===== src/verilog/adc_tp_defines.svh =====
`ifndef ADC_TP_DEFINES_SVH
`define ADC_TP_DEFINES_SVH

// Register addresses on the serial register port.
`define ADDR_CONTROL       5'h01
`define ADDR_TEST_PATTERN  5'h05
`define ADDR_STARTUP_DELAY 5'h06
`define ADDR_BANK_SELECT   5'h0F
`define ADDR_BANK_FIRST    5'h10

// Field positions.
`define CTRL_TEST_EN_BIT   12
`define TP_KIND_BIT        0
`define TP_FLASH_LSB       1

// Reset values.
`define RST_PATTERN_KIND   1'h0
`define RST_FLASH_SEL      2'h0
`define RST_STARTUP_DELAY  4'h0
`define RST_BANK_SELECT    3'h0

// Pattern constants.
`define RAMP_MAX           11'h7FF
`define FLASH_HIGH_WORD    11'h7FF
`define FLASH_PERIOD_11    4'hA
`define FLASH_PERIOD_12    4'hB
`define FLASH_PERIOD_16    4'hF

`endif


===== src/verilog/adc_tp_pkg.sv =====
package adc_tp_pkg;

  // Start-up sequencer states, one-hot.
  typedef enum logic [2:0] {
    ST_RESET = 3'b001,
    ST_DELAY = 3'b010,
    ST_RUN   = 3'b100
  } seq_state_t;

  // Four cores, eleven bits each: out-of-range bit on top of ten data bits.
  typedef logic [3:0][10:0] core_words_t;

  // Register port request from the serial interface decoder.
  typedef struct packed {
    logic        wr;
    logic        rd;
    logic [4:0]  addr;
    logic [15:0] wdata;
  } reg_req_t;

  // Whole state of the block.
  typedef struct packed {
    logic              test_en;
    logic              pattern_kind_sel;
    logic [1:0]        flash_period_sel;
    logic [3:0]        startup_delay;
    logic [2:0]        bank_sel;
    logic [3:0][15:0]  bank_regs;
    logic [15:0]       rdata;
    logic [1:0]        adc_rst_sync;
    logic [1:0][1:0]   sync_sync;   // Per stage: positive leg, negative leg.
    logic              sync_prev;
    seq_state_t        state;
    logic [3:0]        delay_cnt;
    logic [10:0]       ramp;
    logic [3:0]        flash_cnt;
    core_words_t       samples;
  } tp_state_t;

endpackage


===== src/verilog/adc_test_pattern_and_channel_select.sv =====
`include "adc_tp_defines.svh"

// What this block does
// Ramp mode drives 0..2047 on all cores.
// Kind selector one picks the flashing pattern.
// Flash period codes give 11, 12, 16 words.
// Ones word, then zeros, repeating each period.
// Reset gives period-11 code and ramp kind.
// Pattern kind honoured only with test-enable set.
// Host drives sync input during test output.
// Patterns are 11 bits; flash high is 7FF.
// Ramp outputs hold their value during reset.
// Ramp is binary, plus one, wraps to zero.
// Start-up waits n extra clocks, reset zero.
// With reset-mode set, host avoids delay zero.
// Selector codes 001, 011, 100 pick A, C, D.
// Code 000 and undefined codes select nothing.
// Host sets selector before per-core accesses.
// Selector code 010 picks core B.
// Per-core register is banked four ways.
module adc_test_pattern_and_channel_select
  import adc_tp_pkg::*;
(
  // Clock and reset.
  input  wire logic        clk,
  input  wire logic        reset_n,
  // Register port from the serial interface decoder.
  input  wire reg_req_t    reg_req,
  output      logic [15:0] reg_rdata,
  // Converter master reset, synchronization pins and reset-mode flag.
  input  wire logic        adc_reset_in,
  input  wire logic        sync_pos_in,
  input  wire logic        sync_neg_in,
  input  wire logic        reset_mode_flag,
  // Converted samples in, selected samples out.
  input  wire core_words_t conv_words,
  output      core_words_t out_words,
  // Observable control state.
  output      logic [3:0]  core_selected,
  output      logic        started_up
);

  tp_state_t st_ff;      // Every flip-flop of the block.
  tp_state_t nxt_st;     // Next value of the whole state.
  logic [2:0] bank_idx;  // Decoded bank index, bit 2 marks a valid selection.
  logic       sync_rise; // Rising edge of the synchronized sync input.
  logic [10:0] pattern;  // Current test word, common to all cores.
  logic [3:0] flash_end; // Last count of the chosen flash period.

  // Map the selector code to a bank; anything but 001..100 selects no core.
  function automatic logic [2:0] decode_bank(input logic [2:0] code);
    case (code)
      3'h1:    decode_bank = 3'h4;
      3'h2:    decode_bank = 3'h5;
      3'h3:    decode_bank = 3'h6;
      3'h4:    decode_bank = 3'h7;
      default: decode_bank = 3'h0;
    endcase
  endfunction

  // Selector decode is shared between writes, reads and the core flags.
  assign bank_idx = decode_bank(st_ff.bank_sel);

  // Only the second synchronizer stage is looked at for the edge; the two legs
  // are combined only after both have crossed, so no gate sits before a synchronizer flop.
  assign sync_rise = st_ff.sync_sync[1][1] & ~st_ff.sync_sync[1][0] & ~st_ff.sync_prev;

  // Flash period: one high word then 10, 11 or 15 zero words.
  always_comb begin
    case (st_ff.flash_period_sel)
      2'h1:    flash_end = `FLASH_PERIOD_12;
      2'h2:    flash_end = `FLASH_PERIOD_16;
      default: flash_end = `FLASH_PERIOD_11;
    endcase
  end

  // Pattern word; flash high is all eleven bits, ramp is the counter itself.
  always_comb begin
    if (st_ff.pattern_kind_sel) begin
      pattern = (st_ff.flash_cnt == 4'h0) ? `FLASH_HIGH_WORD : 11'h000;
    end else begin
      pattern = st_ff.ramp;
    end
  end

  // All next-state logic of the block.
  always_comb begin
    nxt_st = st_ff;

    // Two-flop synchronizers for the pins from outside the clock domain.
    nxt_st.adc_rst_sync = {st_ff.adc_rst_sync[0], adc_reset_in};
    nxt_st.sync_sync[0] = {sync_pos_in, sync_neg_in};
    nxt_st.sync_sync[1] = st_ff.sync_sync[0];
    // Level of the crossed differential pair, kept to find its rising edge.
    nxt_st.sync_prev    = st_ff.sync_sync[1][1] & ~st_ff.sync_sync[1][0];

    // Register writes; unmapped addresses are ignored.
    if (reg_req.wr) begin
      case (reg_req.addr)
        `ADDR_CONTROL: begin
          nxt_st.test_en = reg_req.wdata[`CTRL_TEST_EN_BIT];
        end
        `ADDR_TEST_PATTERN: begin
          nxt_st.pattern_kind_sel = reg_req.wdata[`TP_KIND_BIT];
          nxt_st.flash_period_sel = reg_req.wdata[`TP_FLASH_LSB +: 2];
        end
        `ADDR_STARTUP_DELAY: begin
          // Code zero is accepted even with reset mode set; the host must avoid it.
          nxt_st.startup_delay = reg_req.wdata[3:0];
        end
        `ADDR_BANK_SELECT: begin
          nxt_st.bank_sel = reg_req.wdata[2:0];
        end
        `ADDR_BANK_FIRST: begin
          // With no core selected the banked write is dropped.
          if (bank_idx[2]) begin
            nxt_st.bank_regs[bank_idx[1:0]] = reg_req.wdata;
          end
        end
        default: begin
          // Unmapped address: nothing is stored.
        end
      endcase
    end

    // Register reads, captured one cycle after the strobe; unused bits read zero.
    if (reg_req.rd) begin
      case (reg_req.addr)
        `ADDR_CONTROL:       nxt_st.rdata = 16'(st_ff.test_en) << `CTRL_TEST_EN_BIT;
        `ADDR_TEST_PATTERN:  nxt_st.rdata = {13'h0000, st_ff.flash_period_sel,
                                             st_ff.pattern_kind_sel};
        `ADDR_STARTUP_DELAY: nxt_st.rdata = {12'h000, st_ff.startup_delay};
        `ADDR_BANK_SELECT:   nxt_st.rdata = {13'h0000, st_ff.bank_sel};
        `ADDR_BANK_FIRST: begin
          nxt_st.rdata = bank_idx[2] ? st_ff.bank_regs[bank_idx[1:0]] : 16'h0000;
        end
        default:             nxt_st.rdata = 16'h0000;
      endcase
    end

    // Start-up sequencer driven by the converter master reset.
    // The delay field is sampled as that reset leaves, so a later write waits for the next one.
    case (st_ff.state)
      ST_RESET: begin
        if (!st_ff.adc_rst_sync[1]) begin
          nxt_st.delay_cnt = st_ff.startup_delay;
          nxt_st.state     = (st_ff.startup_delay == 4'h0) ? ST_RUN : ST_DELAY;
        end
      end
      ST_DELAY: begin
        // One extra clock per unit of the delay field.
        nxt_st.delay_cnt = st_ff.delay_cnt - 4'h1;
        if (st_ff.delay_cnt == 4'h1) begin
          nxt_st.state = ST_RUN;
        end
      end
      ST_RUN: begin
        // Pattern and output generation below.
      end
      default: begin
        nxt_st.state = ST_RESET;
      end
    endcase
    if (st_ff.adc_rst_sync[1]) begin
      nxt_st.state = ST_RESET;
    end

    // Pattern counters run only once started; a sync edge realigns them.
    // Both counters keep running whatever the kind, so switching kinds never stalls them.
    if (st_ff.state == ST_RUN) begin
      if (sync_rise) begin
        nxt_st.ramp      = 11'h000;
        nxt_st.flash_cnt = 4'h0;
      end else begin
        nxt_st.ramp      = st_ff.ramp + 11'h001;
        nxt_st.flash_cnt = (st_ff.flash_cnt == flash_end) ? 4'h0 : st_ff.flash_cnt + 4'h1;
      end
    end

    // Output words: test pattern on every core when enabled, else the samples.
    // Outside the run state they freeze while test output is enabled, which keeps the ramp at its last value.
    if (st_ff.state == ST_RUN) begin
      for (int i = 0; i < 4; i++) begin
        nxt_st.samples[i] = st_ff.test_en ? pattern : conv_words[i];
      end
    end else if (!st_ff.test_en) begin
      nxt_st.samples = conv_words;
    end
  end

  // The single state register; sample outputs reset to zero only on power-up reset.
  // The master reset synchronizer starts out asserted, so the sequencer stays idle
  // until the pin has been seen low through both stages.
  always_ff @(posedge clk or negedge reset_n) begin
    if (!reset_n) begin
      st_ff                  <= '0;
      st_ff.pattern_kind_sel <= `RST_PATTERN_KIND;
      st_ff.flash_period_sel <= `RST_FLASH_SEL;
      st_ff.startup_delay    <= `RST_STARTUP_DELAY;
      st_ff.bank_sel         <= `RST_BANK_SELECT;
      st_ff.adc_rst_sync     <= 2'h3;
      st_ff.state            <= ST_RESET;
    end else begin
      st_ff <= nxt_st;
    end
  end

  // One flag per core, set while that core's bank is selected.
  for (genvar g = 0; g < 4; g++) begin : g_core_flag
    assign core_selected[g] = bank_idx[2] & (bank_idx[1:0] == 2'(g));
  end

  // Data outputs come straight from the state register, so no input reaches them
  // through logic; the selection flags and start-up flag are decodes of that register.
  assign out_words  = st_ff.samples;
  assign reg_rdata  = st_ff.rdata;
  assign started_up = (st_ff.state == ST_RUN);

  // Reset mode only constrains what the host may program; no logic uses it.
  logic unused_reset_mode;
  assign unused_reset_mode = reset_mode_flag;

endmodule // adc_test_pattern_and_channel_select


===== config.mk =====
export PLATFORM = sky130hd
export DESIGN_NAME = adc_test_pattern_and_channel_select
export DESIGN_NICKNAME = d
export VERILOG_FILES = /design/src/verilog/adc_tp_pkg.sv /design/src/verilog/adc_test_pattern_and_channel_select.sv
export VERILOG_INCLUDE_DIRS = /design/src /design/src/verilog
export SDC_FILE = /design/constraint.sdc
export NUM_CORES = 1
export LEC_CHECK = 0
export BUFFER_PORTS_ARGS = -buffer_cell sky130_fd_sc_hd__clkbuf_2
export CORE_ASPECT_RATIO = 1.1
export CORE_UTILIZATION = 40
export DETAILED_ROUTE_END_ITERATION = 12
export PLACE_DENSITY_LB_ADDON = 0.2
export SKIP_CTS_REPAIR_TIMING = 1
export SYNTH_ARGS = -nofsm -noshare
export SYNTH_HDL_FRONTEND = slang
export SYNTH_SLANG_ARGS = --single-unit
export TNS_END_PERCENT = 20

===== constraint.sdc =====
create_clock -name clk -period 1.5 [get_ports clk]
set_input_delay 0 -clock clk [delete_from_list [all_inputs] [get_ports clk]]
set_output_delay 0 -clock clk [all_outputs]
set_load 0.02 [all_outputs]

# --- Word level (Yosys, flattened, before mapping) ---
# Cells that the tools add are included.
classes:
  addsub: 3
  magnitude_cmp: 2
  eq_ne: 23
  mux: 25
  bitwise: 8
  reduce_logical: 12
op_table:
  columns: ["op", "count"]
  rows:
  - ["44-bit 2-to-1 mux", 2]
  - ["16-bit one-hot mux with 5 select lines", 1]
  - ["11-bit 2-to-1 mux", 6]
  - ["64-bit bitwise mux", 1]
  - ["16-bit 2-to-1 mux", 3]
  - ["16-bit binary-select mux with 2-bit select", 1]
  - ["16-bit demux with 2-bit select", 1]
  - ["15-bit 2-to-1 mux", 1]
  - ["3-bit one-hot mux with 4 select lines", 1]
  - ["2-bit AND reduction", 6]
  - ["11-bit by 1-bit adder with 11-bit output (second input constant)", 1]
  - ["5-bit by 3-bit == test with 1-bit output (second input constant)", 2]
  - ["3-bit by 2-bit == test with 1-bit output (second input constant)", 3]
  - ["3-bit 2-to-1 mux", 3]
  - ["3-bit one-hot mux with 3 select lines", 1]
  - ["4-bit zero test", 2]
  - ["4-bit one-hot mux with 2 select lines", 1]
  - ["7-bit 2-to-1 mux", 1]
  - ["1-bit bitwise AND", 6]
  - ["2-bit == test (second input constant)", 3]
  - ["3-bit by 1-bit == test with 1-bit output (second input constant)", 2]
  - ["3-bit == test (second input constant)", 2]
  - ["3-bit one-hot mux with 2 select lines", 1]
  - ["5-bit by 1-bit == test with 1-bit output (second input constant)", 1]
  - ["18 further kinds", 21]
word_totals:
  regBits: 164
  elab_cells: 95

# --- Longest topological paths before layout ---
# Gate-level depths: netlist of run 1.
logic_depth:
  word_depth: 7
  ltp_mapped: 7
  ltp_nobuf: 6

# --- Least setup slack after synthesis of run 1 ---
# OpenSTA, ideal clock, no wires.
synth_timing:
  path_kind: "register -> register"
  startpoint: "register st_ff[154] (netlist bit)"
  endpoint: "register st_ff[126] (netlist bit)"
  arrival_ps: 1993
  required_time_ps: 1375
  slack_ps: -617
  stages_incl_launch_ff: 7
  n_path_buf: 2
  period_less_slack_ps: 2117
  path_cell_list: "dfrtp_1 > buf_2 > inv_1 > nor3_1 > nand3_2 > buf_6 > mux2_2"
synth_between:
  elab_chain_cells: 7
synth_lines:
  columns: ["item", "line", "source"]
  rows:
  - ["start, declared", "adc_test_pattern_and_channel_select.sv:43", "tp_state_t st_ff;"]
  - ["start signal, assigned", "adc_test_pattern_and_channel_select.sv:204", "st_ff <= nxt_st;"]
  - ["3-bit == test, or another cell as far along", "adc_test_pattern_and_channel_select.sv:52", "case (code)"]
  - ["3-bit one-hot mux with 4 select lines (*)", "adc_test_pattern_and_channel_select.sv:52", null]
  - ["2-bit by 3-bit < comparator with 1-bit output (not written as such) or 2-bit by 1-bit greater-or-equal comparator with 1-bit output (tied branches)", "adc_test_pattern_and_channel_select.sv:117", "nxt_st.bank_regs[bank_idx[1:0]] = reg_req.wdata;"]
  - ["1-bit logical AND (not written as such)", "adc_test_pattern_and_channel_select.sv:117", null]
  - ["16-bit 2-to-1 mux (not written as such)", "adc_test_pattern_and_channel_select.sv:117", null]
  - ["16-bit demux with 2-bit select", "adc_test_pattern_and_channel_select.sv:117", null]
  - ["64-bit bitwise mux", "adc_test_pattern_and_channel_select.sv:117", null]
# Mark *: on every way between the ends. The rest lies on a longest branch, timed or not.
# A chain may end at the register's enable or synchronous reset.

# --- Worst setup path in the final report of run 1 ---
layout_timing:
  startpoint: "register st_ff[64] (netlist bit)"
  endpoint: "output started_up"
layout_between:
  elab_chain_cells: 1
layout_lines:
  columns: ["item", "line", "source"]
  rows:
  - ["3-bit == test", "adc_test_pattern_and_channel_select.sv:217", "assign started_up = (st_ff.state == ST_RUN);"]
  - ["end, declared", "adc_test_pattern_and_channel_select.sv:40", "output logic started_up"]
# No other way between the ends.

==> results of run 1 <==
[area by class of cell]
class,instances,area [sq um],area share
Clock buffer,17,425,0.0399
Clock inverter,15,175,0.0164
Inverter,23,86.3,0.00810
Multi-Input combinational cell,436,3460,0.324
Sequential cell,164,4110,0.386
Tap cell,247,309,0.0290
Timing Repair Buffer,278,2090,0.196
[cells by family after synthesis]
logic type	Yosys count	synth area share
AOI/OAI and AO/OA	101	0.0938
DFF	164	0.517
xor gates and xnor gates	9	0.00992
and+or+nand+nor	239	0.166
buffers and inverters	123	0.0905
adders and majority gates	6	0.00944
muxes	81	0.114
[how the worst max path moves through the flow]
stage / from / end / slack [ps] / cells after the start
6_report: st_ff[64] / started_up / -90 / 4
5_1_grt: st_ff[63] / st_ff[60] / -160 / 4
4_1_cts: st_ff[63] / st_ff[48] / -300 / 5
3_5_place_dp: st_ff[63] / st_ff[48] / -290 / 5
3_3_place_gp: st_ff[63] / st_ff[48] / -290 / 5
2_1_floorplan: st_ff[154] / st_ff[126] / -190 / 6
[metrics by stage]
step / area [sq um] / setup WS, ps / hold slack, ps / TNS (ps)
6_report: 10700 / -88.2 / 46.9 / -1260
2_1_floorplan: 8020 / -185 / -296 / -15420
4_1_cts: 9570 / -299 / -535 / -13520
5_1_grt: 10700 / -155 / 85.0 / -6430
3_3_place_gp: 8970 / -289 / -77.3 / -9270
3_5_place_dp: 8970 / -290 / -74.4 / -12000
[synthesized netlist by cell type, drive strengths merged]
cell type	n
buf	66
o221ai	5
nand3	100
ha	6
a22oi	7
and3	5
mux2	75
nor2b	15
clkbuf	34
xor2	2
a31oi	1
o31ai	1
nor4	4
dfrtp	161
o21ai	20
a221oi	25
a21oi	4
or4b	1
dfstp	3
nand2b	50
xnor2	7
mux2i	6
or2	1
o22a	5
nor3	7
a211o	1
o31a	1
a2bb2oi	11
nand4bb	1
and2	3
a211oi	1
o22ai	13
nor3b	4
o211ai	1
a22o	3
nor4b	3
a21o	1
or3b	1
a41oi	1
nor2	21
or4	1
inv	23
nand4	2
nand2	20
[power breakdown]
| part | switching (mW) | internal (mW) | total, mW | leakage, nW |
|---|---|---|---|---|
| clock network | 2.02 | 2.40 | 4.42 | 0.298 |
| logic | 1.96 | 1.64 | 3.60 | 2.66 |
| registers | 0.399 | 4.96 | 5.36 | 2.14 |
| total | 4.38 | 9.00 | 13.4 | 5.10 |
[state kept, by name, indices dropped and copies added, names as in the netlist]
signal,cells
st_ff,101
reg_rdata,16
nxt_st,3
out_words,44
[per-layer routing]
layer  up-vias  part of all wire
met3        17             0.047
met4         0            0.0081
li1       2922                 -
met2       180              0.50
met5         -                 0
met1      3132              0.45
[worst register-to-register path, delay by kind of cell, from the launching register on]
kind             cells  cell delay [ps]
AND/OR/NAND/NOR      2              770
AO/OA/AOI/OAI        2              160
flip-flops           1              580
==> tab_implementation.tex, run 1 <==
\begin{tabular}{lr}
\hline
Metric & Value \\
\hline
\multicolumn{2}{l}{\textbf{Yosys}} \\
\quad Synthesized area divided by synthesized cell count & 11.0 sq um \\
\quad Number of synthesized register bits & 164 \\
\quad Top cell type's share of synthesized area & 0.507 \\
\quad Dominant cells by area after synthesis & dfrtp\_1 (51\%), mux2\_2 (11\%), nand3\_1 (6.0\%) \\
\quad Synth warnings & 0 \\
\quad Share of synthesized area occupied by flip-flops and latches & 0.517 \\
\quad Gate Count Post-Synth & 723 \\
\quad Cell area after synthesis & 0.00795 sq mm \\
\quad Post-synthesis cell type with the largest combined area & dfrtp\_1 \\
\quad Number of nets produced by synthesis & around 800 \\
\quad Unique cell type count in the Yosys netlist & 51 \\
\multicolumn{2}{l}{\textbf{STA}} \\
\quad Relative slew slack & 0.522 \\
\quad Maximum achievable frequency & approximately 0.63 GHz \\
\quad Layout Skew & 6.20 ps \\
\quad Post-route clock period utilization & 1.06 \\
\quad Setup slack of the critical path after layout & -88.2 ps \\
\quad Final Critical Period & 1590 ps \\
\quad Finish-stage setup viols & between 60 and 70 \\
\quad Transition time at the pin with the least slew margin & 710 ps \\
\quad Hold violation count in the final report & 0 \\
\quad Setup repair after global routing missed its margin & yes \\
\quad Fin. max-slew vios & 0 \\
\multicolumn{2}{l}{\textbf{Critical path}} \\
\quad Crit Reg-Reg Endpoint & st\_ff[60] \\
\quad Startpoint Class & flop \\
\quad Reg2Reg Launch Point & st\_ff[63] \\
\quad Cell breakdown of the critical path & or3b\_4, inv\_2, buf\_6, buf\_6 \\
\quad Bufs and invs on worst path & 3 \\
\quad Cell count of the worst reg-to-reg path & 4 \\
\quad Critical setup path kind & flop to output port \\
\quad Data required time of the worst path & 1500 ps \\
\quad Data arrival time at the worst-slack endpoint & 1590 ps \\
\quad Slowest cell on the critical path & dfrtp\_2 \\
\quad Type of element capturing the critical path & output port \\
\quad Top delay family on crit path & flip-flops \\
\quad Setup slack, reg-to-reg & -80 ps \\
\quad Maximum net fanout on the critical path & 6 \\
\quad Cell mode on critical path & buf\_6 \\
\quad Max stage delay on crit path & 430 ps \\
\multicolumn{2}{l}{\textbf{Drt}} \\
\quad Final Routed Wirelength & 20800 um \\
\quad 1st-pass router iterations & 4 \\
\quad Iteration-0 DRC Markers & roughly 330 \\
\quad Final routed wire length divided by cell count & between 15 and 20 um \\
\quad Antenna violation net count after detailed routing & 0 \\
\quad Total via count after detailed routing & 6251 \\
\quad DR vias/cell & $\sim$5.3 \\
\quad Number of DRC violations after detailed routing & 0 \\
\multicolumn{2}{l}{\textbf{Die}} \\
\quad Num rows & 53 \\
\quad Chip Width & between 100 and 150 um \\
\quad Die Footprint & around 0.02 sq mm \\
\quad Starting Density & 0.412 \\
\quad Vertical extent of the die & 150 um \\
\quad Placeable core area & 0.0193 sq mm \\
\quad I/O pin count & 138 \\
\multicolumn{2}{l}{\textbf{Outcome}} \\
\quad Violated checks & setup timing \\
\quad Result of the run & finished, violations left \\
\multicolumn{2}{l}{\textbf{Clocking}} \\
\quad H-tree Lvls & 4 \\
\quad Total CTS buffers & 17 \\
\quad Max Buffers Root-to-Sink & 2 \\
\quad Clock Latency Late Sink & 420 ps \\
\quad CTS clk-pin slew, worst paths & 60 ps \\
\quad CTS Sinks & 164 \\
\quad Clock tree from TritonCTS & done \\
\quad Clock root buffer & clkbuf\_16 \\
\multicolumn{2}{l}{\textbf{Cells and area}} \\
\quad Area delta synth->final & 34.1\% \\
\quad Number of nets in the layout & 999 \\
\quad Share of final-layout standard cells stronger than drive strength 1 & 0.415 \\
\quad Fill cell count & about 1700 \\
\quad Count of non-filler cells in the finished layout & 1180 \\
\quad Most frequent standard cell in the layout excluding fill and tap cells & dfrtp\_1 \\
\quad Most frequent cells in the layout & dfrtp\_1 (157), clkbuf\_2 (133), nand3\_1 (95) \\
\quad Number of inserted diodes & 0 \\
\quad Final design utilization & 0.552 \\
\multicolumn{2}{l}{\textbf{Hold path}} \\
\quad Min-Delay Path Class & input pin to async pin \\
\multicolumn{2}{l}{\textbf{Global routing}} \\
\quad Wire length of the first global-routing pass & 31700 um \\
\quad Total routing usage reported by global routing & 0.203 \\
\quad Met3 layer usage reported by global route & 0.0478 \\
\quad Via count of the first global-routing pass & 6000 \\
\quad Most Used Layer, Global Route & met2 \\
\quad Met2 demand-to-capacity share in global routing & 0.336 \\
\quad Total gr overflow & 0 \\
\quad Initial antenna violation count & 0 \\
\quad Largest net degree at the start of global routing & 91 \\
\quad GR Util met1 & 0.266 \\
\multicolumn{2}{l}{\textbf{Place}} \\
\quad Number of port buffers & 136 \\
\quad Placed instance count & 1075 \\
\quad Final RePlAce weighted congestion & just over 0.8 \\
\quad HPWL after detailed placement & approximately 14000 um \\
\multicolumn{2}{l}{\textbf{Run}} \\
\quad Max\_cap viols & 0 \\
\multicolumn{2}{l}{\textbf{Power}} \\
\quad Power Total & 13.4 mW \\
\quad Max VDD drop & 0.795 mV \\
\quad Power per Cell Area & 1260 mW/mm\^{}2 \\
\quad Leakage power & between 5 and 6 nW \\
\hline
\end{tabular}
No activity file was read; power rests on OpenSTA's default activity.
==> run 2, diff against run 1 <==
--- a/config.mk
+++ b/config.mk
@@ -7,10 +7,11 @@
 export NUM_CORES = 1
 export LEC_CHECK = 0
 export BUFFER_PORTS_ARGS = -buffer_cell sky130_fd_sc_hd__clkbuf_2
-export CORE_ASPECT_RATIO = 1.1
+export CORE_MARGIN = 4
 export CORE_UTILIZATION = 40
 export DETAILED_ROUTE_END_ITERATION = 12
 export PLACE_DENSITY_LB_ADDON = 0.2
+export SETUP_SLACK_MARGIN = 0.3
 export SKIP_CTS_REPAIR_TIMING = 1
 export SYNTH_ARGS = -nofsm -noshare
 export SYNTH_HDL_FRONTEND = slang
==> run 2 against run 1 <==
Net effect:
- the flow still finishes with violations (setup timing)
- fmax is 0.78% higher
- global-route usage is 2.0 points lower
- highest routed layer unchanged
- utilization is 0.13 points higher
- critical endpoint is now st_ff[60]
- worst hold slack better by 42 ps
- first-iteration DRC count is 17% lower
- register-to-register slack hardly changed
- clock-buffer cell count is 3 higher
- critical path depth stayed put
- combinational power is 1% higher
- critical path type is now flop to flop
- power is 2.1% higher
- sequential power hardly changed
==> tab_implementation.tex, run 2 (synthesis results as in run 1) <==
\begin{tabular}{lr}
\hline
Metric & Value \\
\hline
\multicolumn{2}{l}{\textbf{Cells and area}} \\
\quad Most frequent cells in the layout & dfrtp\_1 (157), clkbuf\_2 (130), nand3\_1 (95) \\
\quad Most frequent standard cell in the layout excluding fill and tap cells & dfrtp\_1 \\
\quad Fill cell count & 1661 (+0.67\%) \\
\quad Share of final-layout standard cells stronger than drive strength 1 & 0.420 (+0.00502) \\
\quad Register with the most flip-flops & st\_ff \\
\quad Count of non-filler cells in the finished layout & 1194 (+1.2\%) \\
\quad Number of nets in the layout & 996 (-0.30\%) \\
\quad Number of inserted diodes & 0 (unchanged) \\
\quad Flip-flop count of the largest register after layout & 101 (unchanged) \\
\quad Area delta synth->final & 36.0\% \\
\multicolumn{2}{l}{\textbf{Clocking}} \\
\quad Clock tree from TritonCTS & done \\
\quad CTS clk-pin slew, worst paths & 60 ps (about the same) \\
\quad Total CTS buffers & 17 (unchanged) \\
\quad CTS Sinks & 164 (unchanged) \\
\quad Max Buffers Root-to-Sink & 2 (unchanged) \\
\quad Clock Latency Late Sink & 430 ps (about the same) \\
\quad Clock root buffer & clkbuf\_16 \\
\quad H-tree Lvls & 4 (unchanged) \\
\multicolumn{2}{l}{\textbf{Die}} \\
\quad Num rows & 51 (-3.8\%) \\
\quad I/O pin count & 138 (unchanged) \\
\quad Die Footprint & 0.0222 sq mm (+8.6\%) \\
\quad Vertical extent of the die & 149 um (-0.59\%) \\
\quad Chip Width & 149 um (+9.2\%) \\
\quad Starting Density & 0.407 (-0.00483) \\
\quad Placeable core area & 0.0195 sq mm (+1.2\%) \\
\multicolumn{2}{l}{\textbf{Critical path}} \\
\quad Setup slack, reg-to-reg & -80 ps (about the same) \\
\quad Critical setup path kind & flop to flop \\
\quad Data required time of the worst path & 1840 ps (+340 ps) \\
\quad Startpoint Class & flop \\
\quad Reg2Reg Launch Point & st\_ff[63] \\
\quad Critical path startpoint & st\_ff[63] \\
\quad Bufs and invs on worst path & 0 (-3) \\
\quad Crit Reg-Reg Endpoint & st\_ff[60] \\
\quad Instance count on the critical path & 4 (unchanged) \\
\quad Type of element capturing the critical path & flop \\
\quad Top delay family on crit path & simple AND/OR/NAND/NOR gates \\
\quad Cell count of the worst reg-to-reg path & 4 (unchanged) \\
\quad Maximum net fanout on the critical path & 7 (+1) \\
\quad Destination of the critical timing path & st\_ff[60] \\
\quad Slowest cell on the critical path & dfstp\_2 \\
\quad Data arrival time at the worst-slack endpoint & 1920 ps (+330 ps) \\
\quad Cell breakdown of the critical path & or4b\_4, nor3b\_2, a211oi\_2, a21oi\_1 \\
\quad Max stage delay on crit path & 580 ps (+150 ps) \\
\multicolumn{2}{l}{\textbf{Place}} \\
\quad Placed instance count & 1089 (+1.3\%) \\
\quad Final RePlAce weighted congestion & 0.804 (-2.2\%) \\
\quad Number of port buffers & 136 (unchanged) \\
\quad Dpl ws & -281 ps (+8.90 ps) \\
\quad HPWL after detailed placement & 14200 um (+1.8\%) \\
\multicolumn{2}{l}{\textbf{Power}} \\
\quad Max VDD drop & 0.834 mV (+5.0\%) \\
\quad Leakage power & 5.13 nW (+0.56\%) \\
\quad Power Total & 13.7 mW (+2.1\%) \\
\quad Power per Cell Area & 1260 mW/mm\^{}2 (+0.69\%) \\
\multicolumn{2}{l}{\textbf{Global routing}} \\
\quad Total gr overflow & 0 (unchanged) \\
\quad Wire length of the first global-routing pass & 32000 um (+0.74\%) \\
\quad Largest net degree at the start of global routing & 91 (unchanged) \\
\quad Initial antenna violation count & 0 (unchanged) \\
\quad Via count of the first global-routing pass & 6014 (+0.23\%) \\
\quad Total routing usage reported by global routing & 0.183 (-0.0204) \\
\multicolumn{2}{l}{\textbf{Drt}} \\
\quad Total via count after detailed routing & 6207 (-0.70\%) \\
\quad Number of DRC violations after detailed routing & 0 (unchanged) \\
\quad Antenna violation net count after detailed routing & 0 (unchanged) \\
\quad Final Routed Wirelength & 21100 um (+1.5\%) \\
\quad Iteration-0 DRC Markers & 271 (-17\%) \\
\quad Final routed wire length divided by cell count & 17.7 um (+0.30\%) \\
\quad DR vias/cell & 5.20 (-1.9\%) \\
\quad 1st-pass router iterations & 5 (+1) \\
\multicolumn{2}{l}{\textbf{STA}} \\
\quad Finish-stage setup viols & 28 (-54\%) \\
\quad Final Critical Period & 1580 ps (-12.3 ps) \\
\quad Relative slew slack & 0.612 (+0.0894) \\
\quad Setup repair after global routing missed its margin & yes \\
\quad Maximum achievable frequency & 0.635 GHz (+0.78\%) \\
\quad Setup slack of the critical path after layout & -75.9 ps (+12.3 ps) \\
\quad Transition time at the pin with the least slew margin & 577 ps (-133 ps) \\
\quad Hold WS & 89.0 ps (+42.0 ps) \\
\quad Fin. max-slew vios & 0 (unchanged) \\
\quad Hold violation count in the final report & 0 (unchanged) \\
\quad Layout Skew & 14.0 ps (+7.76 ps) \\
\quad Post-route clock period utilization & 1.05 (-0.00820) \\
\multicolumn{2}{l}{\textbf{Hold path}} \\
\quad Min-Delay Path Class & input pin to async pin \\
\multicolumn{2}{l}{\textbf{Outcome}} \\
\quad Result of the run & finished, violations left \\
\quad Violated checks & setup timing \\
\multicolumn{2}{l}{\textbf{Run}} \\
\quad Max\_cap viols & 0 (unchanged) \\
\hline
\end{tabular}
-- run 2: changes by cell type in the layout (fill, tap and decap cells not counted), sizes merged --
cell	delta
bufinv	+3
and2	+1
dlygate4sd3	-1
clkinvlp	+4
clkinv	-1
inv	-10
-- run 2: worst min-delay path by stage --
stage / end / cells after the start
after floorplan: nxt_st[69] / 0
after global placement: out_words[40] / 1
after detailed placement: out_words[24] / 1
after CTS: out_words[35] / 1
after global routing: st_ff[99] / 2
final: st_ff[99] / 2
-- run 2: area by class of cell --
type,instances,area [sq um],share of cell area
Multi-Input combinational cell,437,3580,0.331
Timing Repair Buffer,274,2060,0.191
Tap cell,265,332,0.0307
Clock inverter,11,176,0.0163
Sequential cell,164,4110,0.380
Clock buffer,20,457,0.0422
Inverter,23,88.8,0.00822
-- run 2: metal layers --
| metal | GRT usage | vias to the layer above | part of all wire |
|---|---|---|---|
| li1 | - | 2935 | - |
| met1 | 0.254 | 3083 | 0.46 |
| met2 | 0.288 | 167 | 0.48 |
| met3 | 0.0389 | 22 | 0.047 |
| met4 | 0.0563 | 0 | 0.012 |
| met5 | 0 | - | 0 |
-- run 2: worst reg2reg max path, cell delays in order, from the launching register on --
cell	delay (ps)
dfstp_2	580
or4b_4	520
nor3b_2	200
a211oi_2	60
a21oi_1	130
-- run 2: power by group --
part	switching (mW)	internal [mW]
combinational	1.98	1.66
clock	1.75	2.88
sequential	0.426	4.96
total	4.16	9.50
-- run 2: metrics by stage --
stage / TNS (ps) / instance area (sq um) / utilization
2_1_floorplan: -15420 / 8020 / -
3_3_place_gp: -10850 / 8980 / 0.460
3_5_place_dp: -14920 / 8980 / 0.460
4_1_cts: -15280 / 9620 / 0.493
5_1_grt: -5130 / 10800 / 0.554
6_report: -814 / 10800 / 0.554
